### src/hw/pin_mux_cfg.svh
// Offsets, field positions and reset values of the port A pin controller
`ifndef PIN_MUX_CFG_SVH
`define PIN_MUX_CFG_SVH
`define FUNC_SEL_OFFSET 8'h80
`define DIRECTION_OFFSET 8'h82
`define FUNC_SEL_RESET 16'h0000
`define DIRECTION_RESET 16'h0000
`define FUNC_SEL_WMASK 16'h3fff
`define DIRECTION_WMASK 16'h3ff7
`define PIN_COUNT 14
`define POS_SERIAL_RX_CLOCK 13
`define POS_SERIAL_RX_SYNC 12
`define POS_SERIAL_RX_DATA 11
`define POS_SERIAL_TX_CLOCK 10
`define POS_SERIAL_TX_SYNC 9
`define POS_SERIAL_TX_DATA 8
`define POS_WATCHDOG 7
`define POS_TIMER_CLOCK 6
`define POS_TIMER_CAPTURE 5
`define POS_TIMER_COMPARE_A 4
`define POS_CLOCK_OUT 3
`define POS_LINK_STATUS 2
`define POS_NET_OUT 1
`define POS_ADDR_MATCH 0
`endif

### src/hw/pin_mux_pkg.sv
// Types shared by the port A pin controller files
package pin_mux_pkg;
    typedef logic [15:0] reg16_t;
    typedef logic [13:0] pins_t;
endpackage : pin_mux_pkg

### src/hw/pin_sync.sv
// Three-stage synchroniser for pin inputs
`timescale 1ns/1ps
module pin_sync (
    input wire logic clock,
    input wire logic reset,
    input wire logic [13:0] d,
    output logic [13:0] q
);
    logic [13:0] s1_r;
    logic [13:0] s2_r;
    logic [13:0] s3_r;
    // Change accepted only when stages two and three agree
    always_ff @(posedge clock) begin
        if (reset) begin
            s1_r <= 14'h0000;
            s2_r <= 14'h0000;
            s3_r <= 14'h0000;
            q <= 14'h0000;
        end else begin
            s1_r <= d;
            s2_r <= s1_r;
            s3_r <= s2_r;
            q <= (s2_r & s3_r) | (q & (s2_r | s3_r));
        end
    end
endmodule : pin_sync

### src/hw/port_a_pin_function_direction.sv
// Port A pin function and direction control
// Behaviour
// - 16-bit function register, bits 13..0
// - Function register clears on power-on only
// - Bits 15,14 read zero
// - Pin13 peripheral: serial receive clock
// - Pin12 peripheral: serial receive sync
// - Pin11 peripheral: serial receive data
// - Pin10 peripheral: serial transmit clock
// - Pin9 peripheral: bidirectional transmit sync
// - Pin8 peripheral: serial transmit data out
// - Pin7 inverted: zero drives watchdog overflow
// - Pin6 peripheral: timer clock input
// - Pin5 peripheral: timer capture input
// - Pin4 peripheral: timer compare A out
// - Pin3: clock out or compare B
// - Pin2 peripheral: network link status in
// - Pin1 peripheral: network general output
// - Pin0 peripheral: address-match sense input
// - Direction register bits 13..4, 2..0
// - Direction acts only in general mode
// - Direction clears on power-on only
`timescale 1ns/1ps
module port_a_pin_function_direction (
    input wire logic clock,
    input wire logic reset,
    input wire logic [7:0] reg_addr,
    input wire logic [15:0] reg_wdata,
    input wire logic reg_write,
    input wire logic reg_read,
    output logic [15:0] reg_rdata,
    input wire logic [13:0] pin_in,
    output logic [13:0] pin_out,
    output logic [13:0] pin_oe_n,
    input wire logic [13:0] gpio_out,
    output logic [13:0] gpio_in,
    input wire logic serial_tx_sync_out,
    input wire logic serial_tx_sync_drive,
    input wire logic serial_tx_data_out,
    input wire logic watchdog_overflow_out,
    input wire logic free_timer_compare_out_a,
    input wire logic free_timer_compare_out_b,
    input wire logic peripheral_clock_out,
    input wire logic net_general_out,
    output logic serial_rx_clock_in,
    output logic serial_rx_sync_in,
    output logic serial_rx_data_in,
    output logic serial_tx_clock_in,
    output logic serial_tx_sync_in,
    output logic free_timer_clock_in,
    output logic free_timer_capture_in,
    output logic net_link_status_in,
    output logic net_address_match_sense_in,
    output logic [15:0] func_sel_out,
    output logic [15:0] direction_out
);
    `include "pin_mux_cfg.svh"

    // ******************************
    // Register decode
    // ******************************
    // One decoder for both strobes, so a read and a write never disagree on a hit
    function automatic logic addr_hit(
        input logic [7:0] addr,
        input logic [7:0] offset
    );
        addr_hit = (addr == offset);
    endfunction : addr_hit

    // Selected pin level, else the idle low a quiet peripheral expects
    function automatic logic gate_in(
        input logic selected,
        input logic level
    );
        gate_in = selected & level;
    endfunction : gate_in

    logic func_sel_hit;
    logic direction_hit;
    logic func_sel_write;
    logic direction_write;

    always_comb begin
        func_sel_hit = addr_hit(reg_addr, `FUNC_SEL_OFFSET);
        direction_hit = addr_hit(reg_addr, `DIRECTION_OFFSET);
        func_sel_write = reg_write & func_sel_hit;
        direction_write = reg_write & direction_hit;
    end

    // ******************************
    // Registers
    // ******************************
    pin_mux_pkg::reg16_t port_a_function_select_r;
    pin_mux_pkg::reg16_t port_a_function_select_nxt;
    pin_mux_pkg::reg16_t port_a_direction_r;
    pin_mux_pkg::reg16_t port_a_direction_nxt;
    pin_mux_pkg::reg16_t read_value;

    // Reserved bits never store, so they cannot leak into the decode
    always_comb begin
        port_a_function_select_nxt = port_a_function_select_r;
        if (func_sel_write) begin
            port_a_function_select_nxt = reg_wdata & `FUNC_SEL_WMASK;
        end
    end

    always_comb begin
        port_a_direction_nxt = port_a_direction_r;
        if (direction_write) begin
            port_a_direction_nxt = reg_wdata & `DIRECTION_WMASK;
        end
    end

    // Reset here is power-on only; manual reset and low-power states never reach it
    always_ff @(posedge clock) begin
        if (reset) begin
            port_a_function_select_r <= `FUNC_SEL_RESET;
        end else begin
            port_a_function_select_r <= port_a_function_select_nxt;
        end
    end

    always_ff @(posedge clock) begin
        if (reset) begin
            port_a_direction_r <= `DIRECTION_RESET;
        end else begin
            port_a_direction_r <= port_a_direction_nxt;
        end
    end

    // ******************************
    // Register read
    // ******************************
    // Unmapped addresses read zero
    always_comb begin
        read_value = 16'h0000;
        if (func_sel_hit) begin
            read_value = port_a_function_select_r;
        end else if (direction_hit) begin
            read_value = port_a_direction_r;
        end
    end

    // Data stand one cycle only, so a stale value never looks like a second read
    always_ff @(posedge clock) begin
        if (reset) begin
            reg_rdata <= 16'h0000;
        end else if (reg_read) begin
            reg_rdata <= read_value;
        end else begin
            reg_rdata <= 16'h0000;
        end
    end

    // ******************************
    // Function decode
    // ******************************
    pin_mux_pkg::pins_t periph_sel;
    pin_mux_pkg::pins_t gpio_mode;

    // Pin 7 is inverted and pin 3 has no general mode
    always_comb begin
        periph_sel = port_a_function_select_r[13:0];
        periph_sel[`POS_WATCHDOG] = ~port_a_function_select_r[`POS_WATCHDOG];
        periph_sel[`POS_CLOCK_OUT] = 1'b1;
        gpio_mode = ~periph_sel;
    end

    // ******************************
    // Peripheral outputs
    // ******************************
    pin_mux_pkg::pins_t periph_out;
    pin_mux_pkg::pins_t periph_drive;

    // Input-only functions leave the pin undriven
    always_comb begin
        periph_out = 14'h0000;
        periph_drive = 14'h0000;
        periph_out[`POS_SERIAL_TX_SYNC] = serial_tx_sync_out;
        periph_drive[`POS_SERIAL_TX_SYNC] = serial_tx_sync_drive;
        periph_out[`POS_SERIAL_TX_DATA] = serial_tx_data_out;
        periph_drive[`POS_SERIAL_TX_DATA] = 1'b1;
        periph_out[`POS_WATCHDOG] = watchdog_overflow_out;
        periph_drive[`POS_WATCHDOG] = 1'b1;
        periph_out[`POS_TIMER_COMPARE_A] = free_timer_compare_out_a;
        periph_drive[`POS_TIMER_COMPARE_A] = 1'b1;
        if (port_a_function_select_r[`POS_CLOCK_OUT]) begin
            periph_out[`POS_CLOCK_OUT] = free_timer_compare_out_b;
        end else begin
            periph_out[`POS_CLOCK_OUT] = peripheral_clock_out;
        end
        periph_drive[`POS_CLOCK_OUT] = 1'b1;
        periph_out[`POS_NET_OUT] = net_general_out;
        periph_drive[`POS_NET_OUT] = 1'b1;
    end

    // ******************************
    // Pin drive
    // ******************************
    genvar i;
    generate
        for (i = 0; i < `PIN_COUNT; i = i + 1) begin : g_pin
            always_ff @(posedge clock) begin
                if (reset) begin
                    pin_out[i] <= 1'b0;
                end else if (periph_sel[i]) begin
                    pin_out[i] <= periph_out[i];
                end else begin
                    pin_out[i] <= gpio_out[i];
                end
            end

            // Watchdog and clock out drive from reset, so those pins start enabled
            always_ff @(posedge clock) begin
                if (reset) begin
                    pin_oe_n[i] <= (i == `POS_WATCHDOG || i == `POS_CLOCK_OUT) ? 1'b0 : 1'b1;
                end else if (periph_sel[i]) begin
                    pin_oe_n[i] <= ~periph_drive[i];
                end else begin
                    pin_oe_n[i] <= ~port_a_direction_r[i];
                end
            end
        end
    endgenerate

    // ******************************
    // Input routing
    // ******************************
    pin_mux_pkg::pins_t pin_sync_q;

    // Pins come from outside the clock domain, so each passes the synchroniser
    pin_sync u_sync (
        .clock(clock),
        .reset(reset),
        .d(pin_in),
        .q(pin_sync_q)
    );

    // Inputs idle low when not selected
    always_ff @(posedge clock) begin
        if (reset) begin
            serial_rx_clock_in <= 1'b0;
        end else begin
            serial_rx_clock_in <= gate_in(periph_sel[`POS_SERIAL_RX_CLOCK], pin_sync_q[`POS_SERIAL_RX_CLOCK]);
        end
    end

    always_ff @(posedge clock) begin
        if (reset) begin
            serial_rx_sync_in <= 1'b0;
        end else begin
            serial_rx_sync_in <= gate_in(periph_sel[`POS_SERIAL_RX_SYNC], pin_sync_q[`POS_SERIAL_RX_SYNC]);
        end
    end

    always_ff @(posedge clock) begin
        if (reset) begin
            serial_rx_data_in <= 1'b0;
        end else begin
            serial_rx_data_in <= gate_in(periph_sel[`POS_SERIAL_RX_DATA], pin_sync_q[`POS_SERIAL_RX_DATA]);
        end
    end

    always_ff @(posedge clock) begin
        if (reset) begin
            serial_tx_clock_in <= 1'b0;
        end else begin
            serial_tx_clock_in <= gate_in(periph_sel[`POS_SERIAL_TX_CLOCK], pin_sync_q[`POS_SERIAL_TX_CLOCK]);
        end
    end

    always_ff @(posedge clock) begin
        if (reset) begin
            serial_tx_sync_in <= 1'b0;
        end else begin
            serial_tx_sync_in <= gate_in(periph_sel[`POS_SERIAL_TX_SYNC], pin_sync_q[`POS_SERIAL_TX_SYNC]);
        end
    end

    always_ff @(posedge clock) begin
        if (reset) begin
            free_timer_clock_in <= 1'b0;
        end else begin
            free_timer_clock_in <= gate_in(periph_sel[`POS_TIMER_CLOCK], pin_sync_q[`POS_TIMER_CLOCK]);
        end
    end

    always_ff @(posedge clock) begin
        if (reset) begin
            free_timer_capture_in <= 1'b0;
        end else begin
            free_timer_capture_in <= gate_in(periph_sel[`POS_TIMER_CAPTURE], pin_sync_q[`POS_TIMER_CAPTURE]);
        end
    end

    always_ff @(posedge clock) begin
        if (reset) begin
            net_link_status_in <= 1'b0;
        end else begin
            net_link_status_in <= gate_in(periph_sel[`POS_LINK_STATUS], pin_sync_q[`POS_LINK_STATUS]);
        end
    end

    always_ff @(posedge clock) begin
        if (reset) begin
            net_address_match_sense_in <= 1'b0;
        end else begin
            net_address_match_sense_in <= gate_in(periph_sel[`POS_ADDR_MATCH], pin_sync_q[`POS_ADDR_MATCH]);
        end
    end

    // ******************************
    // General port
    // ******************************
    // General port sees only pins in general mode
    always_ff @(posedge clock) begin
        if (reset) begin
            gpio_in <= 14'h0000;
        end else begin
            gpio_in <= pin_sync_q & gpio_mode;
        end
    end

    // ******************************
    // Register copies
    // ******************************
    // Copies for the port logic, one cycle behind the registers
    always_ff @(posedge clock) begin
        if (reset) begin
            func_sel_out <= 16'h0000;
        end else begin
            func_sel_out <= port_a_function_select_r;
        end
    end

    always_ff @(posedge clock) begin
        if (reset) begin
            direction_out <= 16'h0000;
        end else begin
            direction_out <= port_a_direction_r;
        end
    end
endmodule : port_a_pin_function_direction

### config.mk
export PLATFORM = sky130hd
export DESIGN_NAME = port_a_pin_function_direction
export DESIGN_NICKNAME = d
export VERILOG_FILES = /design/src/hw/pin_mux_pkg.sv /design/src/hw/pin_sync.sv /design/src/hw/port_a_pin_function_direction.sv
export VERILOG_INCLUDE_DIRS = /design/src /design/src/hw
export SDC_FILE = /design/constraint.sdc
export NUM_CORES = 1
export LEC_CHECK = 0
export CORE_UTILIZATION = 61
export CTS_CLUSTER_DIAMETER = 40
export DETAILED_ROUTE_END_ITERATION = 6
export DONT_BUFFER_PORTS = 1
export HOLD_SLACK_MARGIN = 0.05
export PLACE_DENSITY = 0.77
export SYNTH_ARGS = -nofsm -noshare
export SYNTH_HDL_FRONTEND = slang
export SYNTH_HIERARCHICAL = 1
export SYNTH_SLANG_ARGS = --single-unit
### constraint.sdc
create_clock -name clock -period 1.3 [get_ports clock]
set_input_delay 0 -clock clock [delete_from_list [all_inputs] [get_ports clock]]
set_output_delay 0 -clock clock [all_outputs]
set_load 0.02 [all_outputs]
After elaboration in Yosys (flattened, before gate mapping)
Index checks and enable logic that the tools add are counted.

storage, ports and cells
  register bits after elaboration = 176
  bits of input ports = 64
  output and inout port bits = 99

cells by class
  eq/ne operators = 2
  mux-type cells = 12
  bitwise operators = 33
  reduce and logical (&&, ||, !) cells = 11

operators by type and width
  kind                count
  $and 14x14->14      3
  $mux 14             2
  $or 14x14->14       2
  $reduce_or 2->1     10
  $eq 8x8->1 const B  2
  $not 1->1           16
  $not 14->14         1
  $and 1x1->1         11
  $mux 1              10
  $reduce_or 3->1     1

Logic depth before layout (Yosys ltp)
Gate-level depths: netlist of run 1.

  depth after elaboration = 3
  mapped depth = 4
  gate-level depth less buffers = 3

Hierarchy
The synthesis of run 1 kept the hierarchy.

by module, submodules not included
  module                         times used  cells an instance  area each (um^2)
  port_a_pin_function_direction  1           329                3751.1
  pin_sync                       1           146                1634.1

Least setup slack after synthesis of run 1
OpenSTA, ideal clock, no wires.

  kind = in2reg
  from = input reg_addr[2]
  to = register port_a_function_select_r[7]
  arrival = 901 ps
  required time = 1179 ps
  path slack = 278 ps
  stages = 4
  path buffers = 1
  path through = nor4b_4 > nand4b_4 > buf_6 > mux2i_1

between the ends
  longest elaborated chain between the ends = 2

ends and longest elaborated chain
  what                    RTL line                              source
  start: declaration      port_a_pin_function_direction.sv:27   input wire logic [7:0] reg_addr,
  $eq 8x8->1              port_a_pin_function_direction.sv:67   addr_hit = (addr == offset);
  $and 1x1->1             port_a_pin_function_direction.sv:86   func_sel_write = reg_write & func_sel_hit;
  end signal: assignment  port_a_pin_function_direction.sv:117  port_a_function_select_r <= `FUNC_SEL_RESET;
  end signal: assignment  port_a_pin_function_direction.sv:119  port_a_function_select_r <= port_a_function_select_nxt;
  end: declaration        port_a_pin_function_direction.sv:93   pin_mux_pkg::reg16_t port_a_function_select_r;

Every way passes these cells.
A chain may end at the register's enable or synchronous reset.

Worst setup path after layout of run 1
  from = register port_a_function_select_r[3]
  to = register pin_out[3]

between the ends
  longest elaborated chain between the ends = 1

ends and longest elaborated chain
  what                            RTL line                              source
  $mux 1                          port_a_pin_function_direction.sv:187  if (port_a_function_select_r[`POS_CLOCK_OUT]) begin
  end signal: indexed assignment  port_a_pin_function_direction.sv:207  pin_out[i] <= periph_out[i];
  end signal: indexed assignment  port_a_pin_function_direction.sv:209  pin_out[i] <= gpio_out[i];
  end: declaration                port_a_pin_function_direction.sv:33   output logic [13:0] pin_out,

Every way passes these cells.

==> summary.md, run 1 <==
| Metric | Value |
|---|---|
| First-pass GRT wire length | `16170 um` |
| Sw power | `around 2.1 mW` |
| Gpl congestion | `between 0.7 and 0.8` |
| Startpoint types | `flop` |
| Clk slew on worst S/H paths | `60 ps` |
| Die width | `around 95 um` |
| DR pass1 iterations | `5` |
| CTS Buffer Depth | `2` |
| Worst flop-to-flop path endpoint | `pin_out[3]` |
| Maxcap violations | `0` |
| Ports | `163` |
| P_int | `approximately 8.6 mW` |
| Nets | `617` |
| Minimum clock period | `1275 ps` |
| Skew-Pair Late Insertion Delay | `500 ps` |
| Vias in the first global route | `about 3300` |
| R2R depth | `3` |
| P per Cell Area | `1586 nW/um^2` |
| Sink Count | `around 170` |
| Worst Hold Depth | `2` |
| Core area | `8299 um^2` |
| Setup bufs post-CTS | `0` |
| Logic pwr share | `between 3 and 4%` |
| Initial antenna violation count | `0` |
| Start of the worst register-to-register path | `port_a_function_select_r[3]` |
| DR iter-0 viols | `74` |
| Leak | `3.094 nW` |
| CP Max Fanout | `3` |
| Min-Delay Endpoint | `reg_rdata[9]` |
| Mean Syn Cell Area | `11.34 um^2` |
| Total gr overflow | `0` |
| Total chip power | `10.72 mW` |
| Area growth syn-to-layout | `28.19%` |
| CTS buffer count | `17` |
| CTS tree | `done` |
| H-tree levels | `4` |
| Final setup TNS | `0 ps` |
| Most common cell after layout, fill and taps aside | `dfxtp_1` |
| Final hold vios | `23` |
| Critical path required time | `1690 ps` |
| Dpl hpwl | `5778 um` |
| Placed cell areas | `5264 um^2` |
| Part of the cycle the worst path needs | `98.06%` |
| Cell area after layout | `6759 um^2` |
| CTS root buf | `clkbuf_8` |
| Layout cells sized above 1 | `7.788%` |
| Register-to-register setup slack | `30 ps` |
| Mapped Cells | `between 400 and 500` |
| Clock network power share | `47.2%` |
| Cell area after synthesis | `5273 um^2` |
| FMAX | `784.4 MHz` |
| Die height | `approximately 95 um` |
| Sequential share of power | `49.6%` |
| Sw Ratio | `19.80%` |
| Critical path type | `reg -> reg` |
| Vias per inst | `approximately 5.0` |
| Most frequent cells in the layout | `dfxtp_1 (165), dlygate4sd3_1 (82), mux2i_1 (46)` |
| # setup viols final | `0` |
| Number of diodes | `0` |
| Arr. time, crit path | `about 1700 ps` |
| Via count | `~3300` |
| Peak VDD IR | `1136 uV` |
| Final Max Tran Viols | `0` |
| Failing checks | `negative hold slack` |
| Starting Density | `63.53%` |
| IO Port Bufs | `0` |
| Final Skew | `6.194 ps` |
| Detailed Route WL | `10600 um` |
| Die ar. | `9019 um^2` |
| Largest net degree at the start of global routing | `88` |
| GR Util All Layers | `24.48%` |
| # DRC | `0` |
| Status | `finished, violations left` |
| Post-route ant nets | `0` |
| Num rows | `33` |
| Yosys warns | `6` |
| Worst hold-check path type | `in -> reg` |
| CP endpoint kind | `flop` |
| Worst hold slack | `-337.6 ps` |
| Per-cell routed wire length | `between 15 and 20 um` |
| Hold path start | `reg_addr[1]` |
[sequential cells by signal, indices dropped and copies added (netlist names), 14 cells and up]
register	cells
func_sel_out	14
reg_rdata	14
port_a_function_select_r	14
pin_out	14
[power by group through the flow]
stage | combinational (mW) | clock [mW] | sequential (mW)
floorplan | 0.217 | 0 | 5.42
global placement | 0.145 | 0 | 5.43
CTS | 0.329 | 5.11 | 5.31
detailed placement | 0.149 | 0 | 5.43
finish | 0.343 | 5.06 | 5.31
global route | 0.371 | 5.37 | 5.32
[worst max-delay path by stage]
stage | from | endpoint | slack [ps]
floorplan | reg_addr[2] | port_a_function_select_r[7] | 280
global placement | reg_addr[2] | port_a_direction_r[12] | 140
detailed placement | reg_addr[2] | port_a_direction_r[11] | 90
CTS | reset | port_a_function_select_r[10] | 10
global route | reg_write | port_a_function_select_r[13] | -9
finish | port_a_function_select_r[3] | pin_out[3] | 30
[cell type report]
cell class                      count  area (um^2)
Sequential cell                   169         3391
Multi-Input combinational cell    252         1637
Fill cell                         485         1540
Timing Repair Buffer               87        892.1
Clock buffer                       22        473.0
Clock inverter                      9        137.6
Tap cell                          105        131.4
Inverter                           26        97.59
[critical path, stage by stage (launching register included)]
cell           delay [ps]
dfxtp_4               360
mux2i_1               200
nor2_1                 50
dlygate4sd3_1         550
[through the flow]
stage,std cells,setup WS (ps),hold slack (ps),util (%)
floorplan,473,278.0,121.7,-
global placement,554,140.5,75.31,63.43
detailed placement,554,89.01,76.98,63.43
CTS,663,11.46,-370.1,80.40
global route,670,-8.944,-352.3,81.44
finish,670,25.18,-337.6,81.44
[layer usage]
metal,vias to the layer above,track usage [%],share of wire [%]
li1,1629,-,-
met1,1600,27.94,42
met2,104,42.33,53
met3,15,7.407,3.9
met4,0,10.35,1.6
met5,-,0,0
[repair_timing]
item | CTS | global route
setup endpoints to repair | 0 | 8
endpoints found under the hold margin | 169 | 40
hold buffers | 78 | 6
gates resized for setup | 0 | 12
Power figures use the tool's default switching activity.
==> run 2: changes to the inputs <==
--- a/config.mk
+++ b/config.mk
@@ -11,7 +11,8 @@
 export DETAILED_ROUTE_END_ITERATION = 6
 export DONT_BUFFER_PORTS = 1
 export HOLD_SLACK_MARGIN = 0.05
-export PLACE_DENSITY = 0.77
+export PLACE_DENSITY = 0.76
+export SKIP_LAST_GASP = 1
 export SYNTH_ARGS = -nofsm -noshare
 export SYNTH_HDL_FRONTEND = slang
 export SYNTH_HIERARCHICAL = 1
==> run 2 against run 1 <==
Net effect: the flow now finishes without violations; combinational power is 14% higher; first-iteration DRC count is 100% higher; clock power is 11% lower; power decreased by 4.9%; die area unchanged; global-route usage rose by 0.31 points; critical path depth is 1 higher; sequential power about the same; cell area rose by 0.20%; final cell count increased by 1.6%; flip-flop and latch count did not move.
==> summary.md, run 2 (synthesis results as in run 1) <==
| Metric | Value |
|---|---|
| CTS Buffer Depth | `2 (unchanged)` |
| R2R depth | `3 (unchanged)` |
| P per Cell Area | `1505 nW/um^2 (-5.1%)` |
| Skew-Pair Late Insertion Delay | `510 ps (about the same)` |
| Cell area after layout | `6773 um^2 (+0.20%)` |
| Post-route ant nets | `0 (unchanged)` |
| Per-cell routed wire length | `15.92 um (+0.60%)` |
| Status | `finished clean` |
| Part of the cycle the worst path needs | `97.60% (-0.47 points)` |
| # DRC | `0 (unchanged)` |
| Crit-path cells | `dlygate4sd3_1 > nand4b_4 > buf_4 > mux2i_1` |
| Core area | `8299 um^2 (unchanged)` |
| DR pass1 iterations | `5 (unchanged)` |
| Final Core Density | `81.61% (+0.17 points)` |
| Via count | `3400 (+1.6%)` |
| Final Max Tran Viols | `0 (unchanged)` |
| Detailed Route WL | `10840 um (+2.3%)` |
| Total gr overflow | `0 (unchanged)` |
| Startpoint types | `input pin` |
| Layout cells sized above 1 | `9.028% (+1.2 points)` |
| Vias in the first global route | `3400 (+2.3%)` |
| Most frequent cells in the layout | `dfxtp_1 (162), dlygate4sd3_1 (90), mux2i_1 (46)` |
| Sw Ratio | `22.33% (+2.5 points)` |
| Arr. time, crit path | `1690 ps (+20 ps)` |
| # setup viols final | `0 (unchanged)` |
| Logic pwr share | `3.8% (+0.6 points)` |
| Peak VDD IR | `1056 uV (-7.0%)` |
| Initial antenna violation count | `0 (unchanged)` |
| GR Util All Layers | `24.79% (+0.31 points)` |
| Critical path required time | `1720 ps (+30 ps)` |
| Sequential share of power | `52.1% (+2.5 points)` |
| DR iter-0 viols | `151 (+100%)` |
| Placed cell areas | `5271 um^2 (+0.14%)` |
| Levels on crit path | `4 (+1)` |
| Leak | `3.080 nW (-0.47%)` |
| Num rows | `33 (unchanged)` |
| FMAX | `788.2 MHz (+0.48%)` |
| Maxcap violations | `0 (unchanged)` |
| Final Skew | `6.676 ps (+0.4826 ps)` |
| Die width | `94.97 um (unchanged)` |
| IO Port Bufs | `0 (unchanged)` |
| Number of diodes | `0 (unchanged)` |
| Area growth syn-to-layout | `28.45%` |
| CP top delay family | `buffers and inverters` |
| CP Max Fanout | `9 (+6)` |
| Worst Tran Pin Value | `609.6 ps` |
| Total chip power | `10.19 mW (-4.9%)` |
| Sw power | `2.277 mW (+7.3%)` |
| Final setup TNS | `0 ps (unchanged)` |
| Worst Hold Depth | `2 (unchanged)` |
| P_int | `7.918 mW (-7.9%)` |
| Clk slew on worst S/H paths | `70 ps (about the same)` |
| Worst path bufs/invs | `2 (+1)` |
| RSZ-0062 raised after global routing | `false` |
| Worst hold-check path type | `in -> reg` |
| Die height | `94.97 um (unchanged)` |
| Gpl congestion | `0.7867 (+2.6%)` |
| Final hold vios | `0 (-100%)` |
| Pre-CTS setup slack | `108.6 ps (+19.56 ps)` |
| Critical-path top delay cell | `dlygate4sd3_1` |
| H-tree levels | `4 (unchanged)` |
| Ports | `163 (unchanged)` |
| Minimum clock period | `1269 ps (-6.073 ps)` |
| Critical Path Max Stage Delay | `930 ps (+380 ps)` |
| Die ar. | `9019 um^2 (unchanged)` |
| CTS root buf | `clkbuf_8` |
| Most common cell after layout, fill and taps aside | `dfxtp_1` |
| Rel. slew slack | `59.23%` |
| Vias per inst | `4.993 (about the same)` |
| Largest net degree at the start of global routing | `88 (unchanged)` |
| Clock network power share | `44.0% (-3.2 points)` |
| Setup WS post-layout | `31.25 ps (+6.073 ps)` |
| Nets | `627 (+1.6%)` |
| First-pass GRT wire length | `16510 um (+2.1%)` |
| Dpl hpwl | `6050 um (+4.7%)` |
| Sink Count | `169 (unchanged)` |
| Critical path type | `in -> reg` |
| CTS buffer count | `17 (unchanged)` |
| CP endpoint kind | `flop` |
| CTS tree | `done` |
| Starting Density | `63.53% (unchanged)` |
-- run 2: cell types whose count changed in the layout (fill, tap and decap cells not counted), sizes merged --
cell,change
buf,+4
clkinvlp,+5
clkbuf,-5
dlymetal6s4s,-1
dlygate4sd3,+8
inv,+2
bufinv,-3
clkinv,+1
-- run 2: metrics by stage --
| stage | cells | hold slack, ps |
|---|---|---|
| after floorplan | 473 | 121.7 |
| after global placement | 555 | 74.92 |
| after detailed placement | 555 | 77.29 |
| after CTS | 676 | 76.88 |
| after global routing | 681 | 87.28 |
| final | 681 | 105.3 |
-- run 2: cell type report --
cell class                      instances  area, um^2
Tap cell                              105       131.4
Multi-Input combinational cell        252        1637
Clock inverter                         14       113.9
Fill cell                             499        1526
Timing Repair Buffer                   97       973.4
Inverter                               26       97.59
Sequential cell                       169        3392
Clock buffer                           18       427.9
-- run 2: worst register-to-register path, delay by kind of cell, from the launching register on --
family | cells | cell delay (ps)
AOI/OAI and AO/OA | 2 | 220
DFF | 1 | 330
buffers and inverters | 1 | 570
-- run 2: final timing paths --
| path | startpoint | to | slack (ps) |
|---|---|---|---|
| setup reg to reg | u_sync/s2_r[2] | u_sync/q[2] | 70 |
| setup / recovery | reg_addr[1] | port_a_function_select_r[4] | 30 |
| hold / removal | reset | u_sync/s2_r[13] | 110 |
| hold reg to reg | port_a_direction_r[12] | pin_oe_n[12] | 400 |
-- run 2: per-layer routing --
| layer | share of wire (%) | global-route usage (%) | wire (um) |
|---|---|---|---|
| met1 | 41 | 27.55 | 4484 |
| met2 | 54 | 44.48 | 5805 |
| met3 | 3.8 | 5.636 | 414 |
| met4 | 1.2 | 11.74 | 134 |
| met5 | 0 | 0 | 0 |
-- run 2: what timing repair did --
| item | in CTS | in global routing |
|---|---|---|
| hold buffers | 89 | 3 |
| setup buffers | 0 | 3 |
| endpoints found under the setup margin | 0 | 21 |
| gates resized for setup | 0 | 11 |
| hold endpoints to repair | 169 | 1 |
-- run 2: power by group through the flow --
stage	clock network [mW]	logic (mW)	registers [mW]
floorplan	0	0.217	5.42
global placement	0	0.146	5.43
detailed placement	0	0.151	5.43
CTS	4.52	0.374	5.31
global route	4.76	0.420	5.32
finish	4.49	0.390	5.32
